===== src/rsp_consts.vh =====
// constants for the radio serial status port: header layout, address map,
// status byte layout and event kinds.
// assumes it is included by bare name from the port's design file.
`ifndef RSP_CONSTS_VH
`define RSP_CONSTS_VH

// header byte fields, top bit first
`define RSP_HDR_RW_BIT      7
`define RSP_HDR_BURST_BIT   6
`define RSP_HDR_ADDR_MSB    5

// address map
`define RSP_ADDR_FIFO       6'h3F
`define RSP_ADDR_STAT_LO    6'h30
`define RSP_ADDR_STAT_HI    6'h3D

// status byte layout
`define RSP_ST_READY_BIT    7
`define RSP_ST_STATE_MSB    6
`define RSP_ST_STATE_LSB    4
`define RSP_ST_COUNT_SAT    4'hF

// main state codes
`define RSP_STATE_IDLE      3'h0
`define RSP_STATE_RX        3'h1
`define RSP_STATE_TX        3'h2
`define RSP_STATE_FAST_TX   3'h3
`define RSP_STATE_CAL       3'h4
`define RSP_STATE_SETTLE    3'h5
`define RSP_STATE_RX_OVF    3'h6
`define RSP_STATE_TX_UNF    3'h7

// kinds of event handed to the core
`define RSP_EVT_WRITE       2'h1
`define RSP_EVT_STROBE      2'h2

// index of the last bit of a byte on the link
`define RSP_BYTE_LAST       3'h7

`endif


===== src/rsp_spi_slave.v =====
// four-wire serial slave port of the radio, with the chip status byte.
// assumes the link pins are asynchronous to clk and the link clock is slow
// enough (>= 4 clk per phase) to be sampled and edge detected by clk.
//
// How it works
// - four-wire slave port carrying register accesses and fifo data
// - every byte shifts most significant bit first
// - header is read/write bit, burst bit, six address bits
// - select rising mid header or mid access cancels that transfer
// - data-out driven low at select fall unless sleeping or oscillator off
// - status byte shifts out while header, data byte or strobe shifts in
// - status bit 7 is active-low ready, high until crystal stable
// - status bits 6:4 carry the main state code
// - transitional states may report idle instead of settle or calibrate
// - read header: low nibble is receive fifo bytes available
// - write header: low nibble is transmit fifo bytes free
// - fifo count saturates at fifteen
// - configuration registers take defaults on chip reset
// - writes return status per byte; reads return status only for header
// - burst loads an address counter stepping every eight clocks
// - header 3F/7F/BF/FF address the fifos single or burst
// - addresses 30..3D are status registers with burst, strobes without
`timescale 1ns/10ps
`default_nettype none
`include "rsp_consts.vh"

module rsp_spi_slave (
	input  wire        clk,
	input  wire        rst_n,
	input  wire        chipSelectLow,
	input  wire        serialClk,
	input  wire        serialIn,
	output reg         serialOut,
	output wire        serialOutEnN,
	input  wire        oscillatorReadyN,
	input  wire [2:0]  mainState,
	input  wire [6:0]  rxFifoCount,
	input  wire [6:0]  txFifoFree,
	output reg         rdReq,
	output reg  [5:0]  rdAddr,
	output reg         rdStatusReg,
	input  wire [7:0]  rdData,
	output wire        evtValid,
	input  wire        evtReady,
	output wire [1:0]  evtKind,
	output wire [5:0]  evtAddr,
	output wire [7:0]  evtData,
	output wire        evtSpace,
	output reg         transferCancel
);

	localparam PH_HEADER = 2'h0;
	localparam PH_WRITE  = 2'h1;
	localparam PH_READ   = 2'h2;

	// *****************************************
	// helpers
	// *****************************************
	function [3:0] satCount;
		input [6:0] n;
		begin
			satCount = (n > 7'h0F) ? `RSP_ST_COUNT_SAT : n[3:0];
		end
	endfunction

	function inStatusRange;
		input [5:0] a;
		begin
			inStatusRange = (a >= `RSP_ADDR_STAT_LO) &&
				(a <= `RSP_ADDR_STAT_HI);
		end
	endfunction

	// *****************************************
	// pin synchronisers and edge detect
	// *****************************************
	reg [2:0] csSync_q;
	reg [2:0] ckSync_q;
	reg [1:0] siSync_q;

	always @(posedge clk or negedge rst_n) begin
		if (!rst_n) begin
			csSync_q <= 3'h7;
			ckSync_q <= 3'h0;
			siSync_q <= 2'h0;
		end else begin
			csSync_q <= {csSync_q[1:0], chipSelectLow};
			ckSync_q <= {ckSync_q[1:0], serialClk};
			siSync_q <= {siSync_q[0], serialIn};
		end
	end

	wire csActive = ~csSync_q[1];
	wire csFall   = ~csSync_q[1] & csSync_q[2];
	wire csRise   = csSync_q[1] & ~csSync_q[2];
	wire ckRise   = csActive & ckSync_q[1] & ~ckSync_q[2];
	wire ckFall   = csActive & ~ckSync_q[1] & ckSync_q[2];

	// *****************************************
	// byte engine
	// *****************************************
	reg [1:0] phase_q;
	reg [2:0] bitCnt_q;
	reg [6:0] shiftIn_q;
	reg       rw_q;
	reg       burst_q;
	reg       dataSeen_q;
	reg [5:0] addr_q;
	reg [7:0] rdShift_q;
	reg       rdLoad_q;
	reg       pushReq;
	reg [1:0] pushKind;
	reg [5:0] pushAddr;
	reg [7:0] pushData;

	wire [7:0] inByte   = {shiftIn_q, siSync_q[1]};
	wire       byteDone = ckRise && (bitCnt_q == `RSP_BYTE_LAST);
	wire [2:0] outIdx   = 3'h7 - bitCnt_q;
	// rw of the header in progress is known once its first bit is in
	wire       rwNow    = (phase_q == PH_HEADER && bitCnt_q == 3'h0) ?
		1'b0 : rw_q;
	wire [7:0] statusByte = {oscillatorReadyN,
		mainState,
		rwNow ? satCount(rxFifoCount) : satCount(txFifoFree)};

	always @(posedge clk or negedge rst_n) begin
		if (!rst_n) begin
			phase_q        <= PH_HEADER;
			dataSeen_q     <= 1'b0;
			bitCnt_q       <= 3'h0;
			shiftIn_q      <= 7'h00;
			rw_q           <= 1'b0;
			burst_q        <= 1'b0;
			addr_q         <= 6'h00;
			rdShift_q      <= 8'h00;
			rdLoad_q       <= 1'b0;
			rdReq          <= 1'b0;
			rdAddr         <= 6'h00;
			rdStatusReg    <= 1'b0;
			serialOut      <= 1'b1;
			transferCancel <= 1'b0;
			pushReq        <= 1'b0;
			pushKind       <= 2'h0;
			pushAddr       <= 6'h00;
			pushData       <= 8'h00;
		end else begin
			rdReq          <= 1'b0;
			pushReq        <= 1'b0;
			transferCancel <= 1'b0;
			rdLoad_q       <= rdReq;
			if (rdLoad_q)
				rdShift_q <= rdData;
			if (!csActive) begin
				phase_q    <= PH_HEADER;
				bitCnt_q   <= 3'h0;
				dataSeen_q <= 1'b0;
				// preloaded so the pin shows ready at once when driven
				serialOut  <= oscillatorReadyN;
				// partial header or data byte is dropped, never pushed;
				// a burst closed on a byte boundary after its first data byte ends normally
				if (csRise && (bitCnt_q != 3'h0 ||
					(phase_q != PH_HEADER && !dataSeen_q)))
					transferCancel <= 1'b1;
			end else begin
				if (csFall)
					serialOut <= oscillatorReadyN;
				if (ckFall) begin
					if (phase_q == PH_READ)
						serialOut <= rdShift_q[outIdx];
					else
						serialOut <= statusByte[outIdx];
				end
				if (ckRise) begin
					bitCnt_q  <= bitCnt_q + 3'h1;
					shiftIn_q <= inByte[6:0];
					if (phase_q == PH_HEADER && bitCnt_q == 3'h0)
						rw_q <= siSync_q[1];
				end
				if (byteDone) begin
					case (phase_q)
					PH_HEADER: begin
						dataSeen_q <= 1'b0;
						burst_q <= inByte[`RSP_HDR_BURST_BIT];
						addr_q  <= inByte[`RSP_HDR_ADDR_MSB:0];
						if (!inByte[`RSP_HDR_BURST_BIT] &&
							inStatusRange(inByte[5:0])) begin
							pushReq  <= 1'b1;
							pushKind <= `RSP_EVT_STROBE;
							pushAddr <= inByte[5:0];
							pushData <= 8'h00;
						end else if (inByte[`RSP_HDR_RW_BIT]) begin
							phase_q     <= PH_READ;
							rdReq       <= 1'b1;
							rdAddr      <= inByte[5:0];
							rdStatusReg <= inStatusRange(inByte[5:0]);
						end else begin
							phase_q <= PH_WRITE;
						end
					end
					PH_WRITE: begin
						pushReq  <= 1'b1;
						pushKind <= `RSP_EVT_WRITE;
						pushAddr <= addr_q;
						pushData <= inByte;
					end
					default: begin
					end
					endcase
					if (phase_q != PH_HEADER) begin
						dataSeen_q <= 1'b1;
						// fifo address stays put; status registers never burst
						if (burst_q && addr_q != `RSP_ADDR_FIFO &&
							!inStatusRange(addr_q))
							addr_q <= addr_q + 6'h01;
						if (!burst_q)
							phase_q <= PH_HEADER;
						else if (phase_q == PH_READ && !inStatusRange(addr_q)) begin
							rdReq       <= 1'b1;
							rdAddr      <= (addr_q != `RSP_ADDR_FIFO) ?
								addr_q + 6'h01 : addr_q;
							rdStatusReg <= 1'b0;
						end
					end
				end
			end
		end
	end

	// released while deselected, so several slaves can share the line
	assign serialOutEnN = ~csActive;

	// *****************************************
	// two-entry event buffer toward the core
	// *****************************************
	reg [15:0] evtMem_q [0:1];
	reg        wrPtr_q;
	reg        rdPtr_q;
	reg [1:0]  evtCnt_q;

	// a full buffer cannot stall the host's clock: the core must keep up
	assign evtSpace = (evtCnt_q != 2'h2);
	assign evtValid = (evtCnt_q != 2'h0);
	assign evtKind  = evtMem_q[rdPtr_q][15:14];
	assign evtAddr  = evtMem_q[rdPtr_q][13:8];
	assign evtData  = evtMem_q[rdPtr_q][7:0];

	wire doPush = pushReq & evtSpace;
	wire doPop  = evtValid & evtReady;

	always @(posedge clk or negedge rst_n) begin
		if (!rst_n) begin
			evtMem_q[0] <= 16'h0000;
			evtMem_q[1] <= 16'h0000;
			wrPtr_q     <= 1'b0;
			rdPtr_q     <= 1'b0;
			evtCnt_q    <= 2'h0;
		end else begin
			if (doPush) begin
				evtMem_q[wrPtr_q] <= {pushKind, pushAddr, pushData};
				wrPtr_q           <= ~wrPtr_q;
			end
			if (doPop)
				rdPtr_q <= ~rdPtr_q;
			if (doPush && !doPop)
				evtCnt_q <= evtCnt_q + 2'h1;
			else if (doPop && !doPush)
				evtCnt_q <= evtCnt_q - 2'h1;
		end
	end

endmodule
`default_nettype wire


===== config.mk =====
export PLATFORM = sky130hd
export DESIGN_NAME = rsp_spi_slave
export DESIGN_NICKNAME = d
export VERILOG_FILES = /design/src/rsp_spi_slave.v
export VERILOG_INCLUDE_DIRS = /design/src
export SDC_FILE = /design/constraint.sdc
export NUM_CORES = 1
export LEC_CHECK = 0
export ABC_AREA = 0
export BUFFER_PORTS_ARGS = -buffer_cell sky130_fd_sc_hd__buf_2
export CAP_MARGIN = 0
export CORE_ASPECT_RATIO = 0.75
export CORE_MARGIN = 2
export CORE_UTILIZATION = 45
export CTS_BUF_LIST = sky130_fd_sc_hd__clkbuf_16
export DETAILED_ROUTE_END_ITERATION = 16
export HOLD_SLACK_MARGIN = 0.06
export PLACE_DENSITY = 0.66
export SKIP_CTS_REPAIR_TIMING = 1
export SLEW_MARGIN = 20
export SYNTH_ARGS = -nofsm -noshare
export SYNTH_HDL_FRONTEND = slang
export SYNTH_SLANG_ARGS = --single-unit

===== constraint.sdc =====
create_clock -name clk -period 1.95 [get_ports clk]
set_input_delay 0.39 -clock clk [delete_from_list [all_inputs] [get_ports clk]]
set_output_delay 0.39 -clock clk [all_outputs]
set_load 0.02 [all_outputs]

==> run_results.csv, run 1 <==
group,metric,value,unit
die,initial_core_util,0.455,
power,powerDensity,868,nW/µm²
drt,drtPass1Iterations,4,
synth,yosysUniqueCellTypes,54,
die,die-area,11100,µm²
setup_path,critPathLaunchType,"flip-flop",
synth,ys_async_sr_fraction,1.00,
synth,ys_top_cells_by_area,"dfrtp_1 (52%), mux2_2 (16%), dfstp_2 (2.3%), nand2_1 (2.2%), mux2i_1 (1.9%)",
clocking,tritoncts,"yes",
cells_and_area,area_delta_synth_final,20.8,%
sta,finalHoldViolations,0,
global_routing,grtUsageTotal,0.192,
setup_path,crit_buf_inv,2,
synth,ys_warn_count,0,
setup_path,crit_path_end,"evtAddr[4]",
setup_path,path_cells,"buf_12 -> mux2_2 -> buf_2",
setup_path,worst-path-stages,3,
cells_and_area,final_cell_count_no_fill,597,
cells_and_area,nets,495,
sta,skew,5.66,ps
sta,max_freq,534,MHz
sta,setup_viol_count_final,0,
setup_path,crit-reg2reg-launch,"bitCnt_q[1]",
job,max_cap_viol_count,0,
power,ir_drop,0.470,mV
sta,fin_crit,1870,ps
global_routing,antenna_found_initial,0,
cells_and_area,drive_gt1_frac,0.421,
sta,worst_pin_slew,569,ps
setup_path,slowest_delay,470,ps
synth,synth_seq_area_share,0.547,
drt,route.vias.total,3185,
outcome,outcome,"complete, no violations",
place,dp.cells,579,
synth,syn_inst,375,
setup_path,crit_path_end_kind,"primary output",
clocking,h-tree-depth,3,
sta,maxSlewHeadroom,0.619,
place,dp_hpwl,7050,µm
setup_path,path_class,"flip-flop to primary output",
drt,viasPerCell,5.34,
die,pin_count,61,
clocking,clk_latency,340,ps
synth,syn_nets,414,
place,io_buffers,60,
setup_path,r2r-end,"rdAddr[2]",
die,die_h,91.9,µm
synth,yosysMostFrequentCell,"dfrtp_1",
global_routing,grt_overflow_total,0,
drt,drc,0,
place,gp_congestion,0.833,
sta,timing.final.crit_share,0.960,
cells_and_area,insertedDiodeCount,0,
setup_path,r2r_cells,6,
drt,drt-total-wl,10000,µm
sta,rsz0062_at_grt,"false",
setup_path,cpLargestDelayFamily,"flip-flops",
clocking,clockBufferDepth,2,
global_routing,grt_pass1_wl,16700,µm
die,dieWidth,121,µm
clocking,numCtsBuffers,9,
global_routing,grt_max_degree,41,
drt,drt_iter0_drc,247,
clocking,ctsRootBufferMaster,"clkbuf_16",
global_routing,grt_pass1_vias,3282,
clocking,clk_pin_slew_worst_paths,60,ps
synth,yosys_most_used_dff,"dfrtp_1",
synth,synth_common_cells,"dfrtp_1 (97), mux2_2 (64), nand2_1 (27), nor2_1 (19), o21ai_0 (18)",
setup_path,cp-startpoint,"rdPtr_q",
synth,synth_area,4630,µm²
clocking,numClockSinks,101,
synth,netlist.area_leader.share,0.524,
die,std_cell_rows,32,
sta,slew_viol_final,0,
drt,antenna_left,0,
drt,wire_per_inst,16.8,µm
setup_path,crit_arrival,1480,ps
setup_path,crit_required,1560,ps
sta,fin_setup_tns,0,ps
synth,synth_top_area_cell,"dfrtp_1",
power,power_leakage,2.75,nW
synth,synth_edf_count,0,
die,core_area,10200,µm²
setup_path,worst_path_max_delay_cell,"dfrtp_2",
synth,synth_area_per_cell,12.4,µm²
setup_path,crit_path_max_fanout,12,
synth,ys_ff_latch,101,
setup_path,rrSetupSlack,120,ps
worst_hold_path,hold_class,"primary input to flip-flop",
[report_power, final]
part	switching (mW)	internal (mW)	leakage, nW
Clock	0.759	1.12	0.159
Combinational	0.384	0.310	1.22
Sequential	0.0844	2.20	1.37
[worst reg2reg max path: stages, from the launching register on]
cell      delay (ps)
dfrtp_1          350
ha_1             160
ha_1             220
and4bb_2         350
nand4_1          170
buf_4            200
o221a_2          270
[layout by cell type, fill, tap and decap left out, types with 4 or more instances in the layout]
master	netlist	final
nor3_1	5	4
dfrtp_1	97	94
nand2b_1	4	4
o21ai_0	18	16
nor2_1	19	19
dfstp_2	4	4
xnor2_1	8	8
inv_1	11	12
ha_1	7	7
a21oi_1	8	8
nor2b_1	6	6
buf_2	9	59
a22o_1	8	8
buf_4	3	26
clkbuf_16	0	9
mux2_2	64	64
mux2i_1	9	9
nand2_1	27	26
nand3_1	5	5
[layout make-up]
class	instances	area, µm²
Clock buffer	9	225
Clock inverter	7	90.1
Fill cell	908	4570
Inverter	11	41.3
Multi-Input combinational cell	245	1990
Sequential cell	101	2540
Tap cell	136	170
Timing Repair Buffer	88	541
[per-layer routing]
| layer | up-vias | part of all wire | GRT usage |
|---|---|---|---|
| met1 | 1590 | 0.48 | 0.272 |
| met5 | - | 0 | 0 |
| met2 | 69 | 0.46 | 0.298 |
| met4 | 0 | 0.0063 | 0.0364 |
| met3 | 5 | 0.051 | 0.0566 |
| li1 | 1521 | - | - |
[metrics by stage]
step	hold WS, ps	cell area, µm²	util	total power, mW	setup slack [ps]
3_5_place_dp	344	5240	0.515	3.00	0.425
4_1_cts	-22.3	5550	0.546	4.90	-60.6
5_1_grt	134	5600	0.550	5.05	2.04
2_1_floorplan	94.4	4630	-	2.67	128
6_report	145	5600	0.550	4.85	78.8
3_3_place_gp	334	5240	0.515	2.98	92.2
[worst min-delay path by stage]
stage / start / endpoint / slack, ps / depth (start not counted)
final: chipSelectLow / csSync_q[0] / 140 / 1
after global routing: chipSelectLow / csSync_q[0] / 130 / 1
after CTS: rst_n / ckSync_q[0] / -20 / 1
after detailed placement: rst_n / rdAddr[2] / 340 / 1
after global placement: siSync_q[0] / siSync_q[1] / 330 / 0
after floorplan: rst_n / addr_q[0] / 90 / 0
[cell families after synthesis]
group,count (synthesis),synth area share
AO/OA/AOI/OAI,64,0.0962
XOR/XNOR,10,0.0189
adder cells (fa/ha/maj),7,0.0189
buffers and inverters,29,0.0284
flip-flops,101,0.547
multiplexers,76,0.190
AND/OR/NAND/NOR,88,0.101
[state kept, by name, indices dropped and copies added (netlist names), 2 cells and up]
signal     flops
csSync_q       3
shiftIn_q      7
evtMem_q      32
rdShift_q      8
addr_q         6
siSync_q       2
bitCnt_q       3
ckSync_q       3
pushData       8
rdAddr         6
phase_q        2
pushAddr       6
evtCnt_q       2
pushKind       2
Power figures use the tool's default switching activity.
==> inputs of run 2 (changes only) <==
- PLACE_DENSITY: 0.66 -> 0.75
==> run 2 against run 1 <==
Net effect: clock-buffer cell count stayed put; fmax up 3.3%; critical path type is now flip-flop to flip-flop; power down 3.5%; combinational power hardly changed; clock power is 8% lower; via count up 1.4%; final cell count increased by 1.0%; worst hold slack gained 0.96 ps; worst setup slack gained 60 ps; critical path depth rose by 5; die area is the same.
==> run_results.csv, run 2 (same netlist as run 1, synthesis figures left out) <==
group,metric,value,unit
sta,slew_viol_final,0,
clocking,clockBufferDepth,2,
sta,skew,9.50,ps
power,ir_drop,0.404,mV
sta,setup_ws,139,ps
clocking,clk_pin_slew_worst_paths,60,ps
global_routing,grt_pass1_vias,3268,
die,initial_core_util,0.455,
drt,drc,0,
cells_and_area,fin_area,5620,µm²
global_routing,grt_max_degree,40,
drt,drtPass1Iterations,4,
setup_path,crit_arrival,2070,ps
setup_path,crit_required,2210,ps
place,gp_congestion,0.827,
cells_and_area,nets,501,
worst_hold_path,hold_class,"primary input to flip-flop",
drt,wire_per_inst,16.2,µm
global_routing,antenna_found_initial,0,
power,power_leakage,2.77,nW
setup_path,crit_path_end_kind,"flip-flop",
setup_path,critPathLaunchType,"flip-flop",
outcome,outcome,"complete, no violations",
sta,timing.final.crit_share,0.929,
cells_and_area,largest_reg_flops,32,
drt,viasPerCell,5.36,
drt,antenna_left,0,
global_routing,grt_pass1_wl,16500,µm
die,die_h,91.9,µm
drt,drt_iter0_drc,228,
die,core_area,10200,µm²
place,dp_hpwl,7060,µm
setup_path,crit_path_max_fanout,8,
sta,fin_crit,1810,ps
cells_and_area,layout_common_cells,"dfrtp_1 (96), mux2_2 (64), buf_2 (59), buf_4 (31), nand2_1 (26)",
clocking,tritoncts,"yes",
sta,setup_viol_count_final,0,
cells_and_area,regArea,2530,µm²
place,io_buffers,60,
cells_and_area,drive_gt1_frac,0.415,
cells_and_area,final_common_cell,"dfrtp_1",
die,std_cell_rows,32,
clocking,clk_latency,350,ps
job,max_cap_viol_count,0,
die,die-area,11100,µm²
sta,finalHoldViolations,0,
drt,route.vias.total,3231,
clocking,h-tree-depth,3,
clocking,numCtsBuffers,9,
cells_and_area,top_regs,"evtMem_q: 32 flops, pushData: 8 flops, rdShift_q: 8 flops",
place,pre_cts_ws,26.5,ps
clocking,ctsRootBufferMaster,"clkbuf_16",
power,powerDensity,833,nW/µm²
clocking,numClockSinks,101,
sta,maxSlewHeadroom,0.651,
die,pin_count,61,
setup_path,path_class,"flip-flop to flip-flop",
cells_and_area,insertedDiodeCount,0,
die,dieWidth,121,µm
cells_and_area,multi_input_area,1990,µm²
sta,max_freq,552,MHz
cells_and_area,largest-register,"evtMem_q",
global_routing,grt_overflow_total,0,
global_routing,grtUsageTotal,0.191,
cells_and_area,area_delta_synth_final,21.3,%
sta,worst_pin_slew,520,ps
drt,drt-total-wl,9770,µm
cells_and_area,n_fill_cell,867,
place,dpl_cell_area,5280,µm²
-- run 2: cell types whose count changed in the layout (fill, tap and decap cells not counted), moves of 2 or more --
cell | before | now
nor3_2 | 3 | 1
dfrtp_2 | 3 | 1
clkinv_1 | 1 | 3
dfrtp_1 | 94 | 96
buf_4 | 26 | 31
-- run 2: where the power goes --
part           switching (mW)  internal, mW  total (mW)  leakage, nW
clock                   0.746         0.985        1.73        0.142
combinational           0.379         0.312       0.691         1.26
sequential             0.0647          2.20        2.26         1.37
total                    1.19          3.49        4.68         2.77
-- run 2: worst max-delay path, stage by stage (launching register included) --
cell	delay [ps]
dfrtp_2	420
inv_1	80
ha_1	190
and4bb_2	340
o21ai_2	110
nor4_2	260
buf_4	160
nor2_1	40
o21ai_0	130
-- run 2: layout make-up --
class	instances	share of cell area
Inverter	11	0.00735
Tap cell	136	0.0303
Clock buffer	9	0.0401
Multi-Input combinational cell	245	0.354
Timing Repair Buffer	94	0.106
Sequential cell	101	0.451
Clock inverter	7	0.0114
-- run 2: final timing paths --
kind                       slack, ps     startpoint           to  cells past startpoint
min reg2reg                      350    ckSync_q[0]  ckSync_q[1]                      0
max in group asynchronous        830          rst_n    serialOut                      3
min                              150  chipSelectLow  csSync_q[0]                      1
max                              140      addr_q[0]    addr_q[0]                      8
max reg2reg                      140      addr_q[0]    addr_q[0]                      8
min in group asynchronous        530          rst_n    rdAddr[0]                      2
-- run 2: per-layer routing --
| metal | part of all wire | GRT usage | wire length (µm) | up-vias |
|---|---|---|---|---|
| met4 | 0.0074 | 0.0374 | 72 | 0 |
| li1 | - | - | - | 1541 |
| met1 | 0.47 | 0.275 | 4560 | 1599 |
| met3 | 0.066 | 0.0603 | 646 | 8 |
| met5 | 0 | 0 | 0 | - |
| met2 | 0.46 | 0.286 | 4490 | 83 |
-- run 2: metrics by stage --
step | TNS (ps) | power (mW) | cells | hold slack [ps] | utilization
after floorplan | 0 | 2.67 | 375 | 94.4 | -
final | 0 | 4.68 | 603 | 146 | 0.553
after global placement | 0 | 2.97 | 583 | 336 | 0.519
after detailed placement | 0 | 2.99 | 583 | 337 | 0.519
after CTS | 0 | 4.73 | 599 | -10.9 | 0.547
after global routing | -3.38 | 4.89 | 603 | 132 | 0.553
==> inputs of run 3 (changes only) <==
- PLACE_DENSITY: 0.75 -> unset
- PLACE_DENSITY_LB_ADDON: unset -> 0.3
==> run 3 against run 2 <==
Net effect: clock skew is 3.1 ps lower; power down 3.1%; global-route usage shrank 0.60 points; flip-flop and latch count unchanged; fmax fell by 3.6%; first-iteration DRC count up 20%.
==> run_results.csv, run 3 (same netlist as run 1, synthesis figures left out) <==
group,metric,value,unit
sta,fin_hold_ws,78.1,ps
global_routing,grt_pass1_vias,3214,
cells_and_area,n_fill_cell,860,
cells_and_area,largest-register,"evtMem_q",
global_routing,antenna_found_initial,0,
setup_path,slowest_delay,470,ps
global_routing,grt_overflow_total,0,
cells_and_area,multi_input_area,1980,µm²
power,power_frac_clock,0.348,
global_routing,grt_max_degree,102,
die,std_cell_rows,32,
power,pwr-share-comb,0.151,
drt,route.vias.total,3168,
drt,drt_iter0_drc,273,
outcome,outcome,"complete, no violations",
clocking,tritoncts,"yes",
cells_and_area,nets,495,
place,io_buffers,60,
clocking,ctsRootBufferMaster,"clkbuf_16",
power,internal_power,3.36,mW
sta,finalHoldViolations,0,
power,powerDensity,821,nW/µm²
clocking,clockBufferDepth,2,
sta,maxSlewHeadroom,0.607,
global_routing,use_met3,0.0529,
global_routing,grtUsageMet2,0.272,
setup_path,path_cells,"buf_12 -> mux2_2 -> buf_2",
clocking,clk_pin_slew_worst_paths,60,ps
drt,viasPerCell,5.31,
drt,drc,0,
global_routing,grtUsageTotal,0.185,
setup_path,crit-reg2reg-launch,"addr_q[0]",
power,seqPwrFrac,0.502,
global_routing,use_met1,0.265,
setup_path,crit_required,1560,ps
drt,drtPass1Iterations,4,
power,swShare,0.260,
drt,antenna_left,0,
setup_path,crit_path_max_fanout,12,
setup_path,worst_path_max_delay_cell,"dfrtp_2",
die,dieWidth,121,µm
sta,rsz0062_at_grt,"true",
power,ir_drop,0.413,mV
die,initial_core_util,0.455,
place,gp_congestion,0.835,
drt,drt-total-wl,9660,µm
clocking,numClockSinks,101,
place,pre_cts_ws,31.6,ps
drt,wire_per_inst,16.2,µm
clocking,numCtsBuffers,9,
cells_and_area,top_regs,"evtMem_q: 32 flops, pushData: 8 flops, rdShift_q: 8 flops",
sta,setup_ws,71.3,ps
cells_and_area,insertedDiodeCount,0,
setup_path,crit_path_end_kind,"primary output",
clocking,clk_latency,340,ps
setup_path,crit_arrival,1490,ps
power,p_sw,1.18,mW
clocking,h-tree-depth,3,
sta,fin_crit,1880,ps
global_routing,grt.busiest_layer,"met2",
die,core_area,10200,µm²
cells_and_area,layout_common_cells,"dfrtp_1 (96), mux2_2 (64), buf_2 (59), nand2_1 (27), buf_4 (27)",
setup_path,cp-startpoint,"rdPtr_q",
cells_and_area,largest_reg_flops,32,
sta,worst_pin_slew,589,ps
worst_hold_path,hold_class,"primary input to async pin",
cells_and_area,final_util,0.544,
cells_and_area,area_delta_synth_final,19.3,%
power,power_leakage,2.72,nW
cells_and_area,regArea,2530,µm²
setup_path,path_class,"flip-flop to primary output",
sta,setup_viol_count_final,0,
die,die-area,11100,µm²
cells_and_area,final_common_cell,"dfrtp_1",
job,max_cap_viol_count,0,
sta,timing.final.crit_share,0.963,
sta,slew_viol_final,0,
place,dp_hpwl,6870,µm
cells_and_area,drive_gt1_frac,0.408,
global_routing,grt_pass1_wl,16000,µm
sta,skew,6.44,ps
sta,max_freq,532,MHz
die,die_h,91.9,µm
setup_path,critPathLaunchType,"flip-flop",
die,pin_count,61,
==> run 3: power by group through the flow <==
| stage | Combinational [mW] | Clock, mW | Sequential [mW] |
|---|---|---|---|
| 6_report | 0.683 | 1.58 | 2.28 |
| 3_5_place_dp | 0.682 | 0 | 2.32 |
| 4_1_cts | 0.683 | 1.62 | 2.28 |
| 2_1_floorplan | 0.363 | 0 | 2.31 |
| 5_1_grt | 0.743 | 1.70 | 2.29 |
| 3_3_place_gp | 0.674 | 0 | 2.31 |
==> run 3: final cells by class <==
cell class / instances / area share
Multi-Input combinational cell: 245 / 0.359
Sequential cell: 101 / 0.458
Tap cell: 136 / 0.0308
Timing Repair Buffer: 88 / 0.0973
Inverter: 11 / 0.00747
Clock buffer: 9 / 0.0407
Clock inverter: 7 / 0.00656
==> run 3: final timing paths <==
| path | end | slack, ps | cells after the start |
|---|---|---|---|
| min reg2reg | siSync_q[1] | 350 | 0 |
| min in group clk | csSync_q[0] | 150 | 1 |
| min | rdAddr[0] | 80 | 2 |
| max | evtKind[0] | 70 | 3 |
| max in group asynchronous | rdPtr_q | 1420 | 2 |
| max reg2reg | addr_q[0] | 130 | 8 |
==> run 3: worst max-delay path, delay by kind of cell, from the launching register on <==
| kind | cells | cell delay (ps) |
|---|---|---|
| DFF | 1 | 470 |
| muxes | 1 | 340 |
| buffers and inverters | 2 | 330 |
==> run 3: per-layer routing <==
layer	vias to the layer above	wire length, µm
met3	13	461
met1	1572	4780
met5	-	0
met4	0	168
li1	1520	-
met2	63	4260
==> run 3: metrics by stage <==
stage | TNS (ps) | std cells | area (µm²) | total power, mW
after global routing | -17.6 | 597 | 5530 | 4.73
after detailed placement | 0 | 581 | 5250 | 3.00
after CTS | -337 | 597 | 5510 | 4.58
after floorplan | 0 | 375 | 4630 | 2.67
final | 0 | 597 | 5530 | 4.54
after global placement | 0 | 581 | 5250 | 2.98
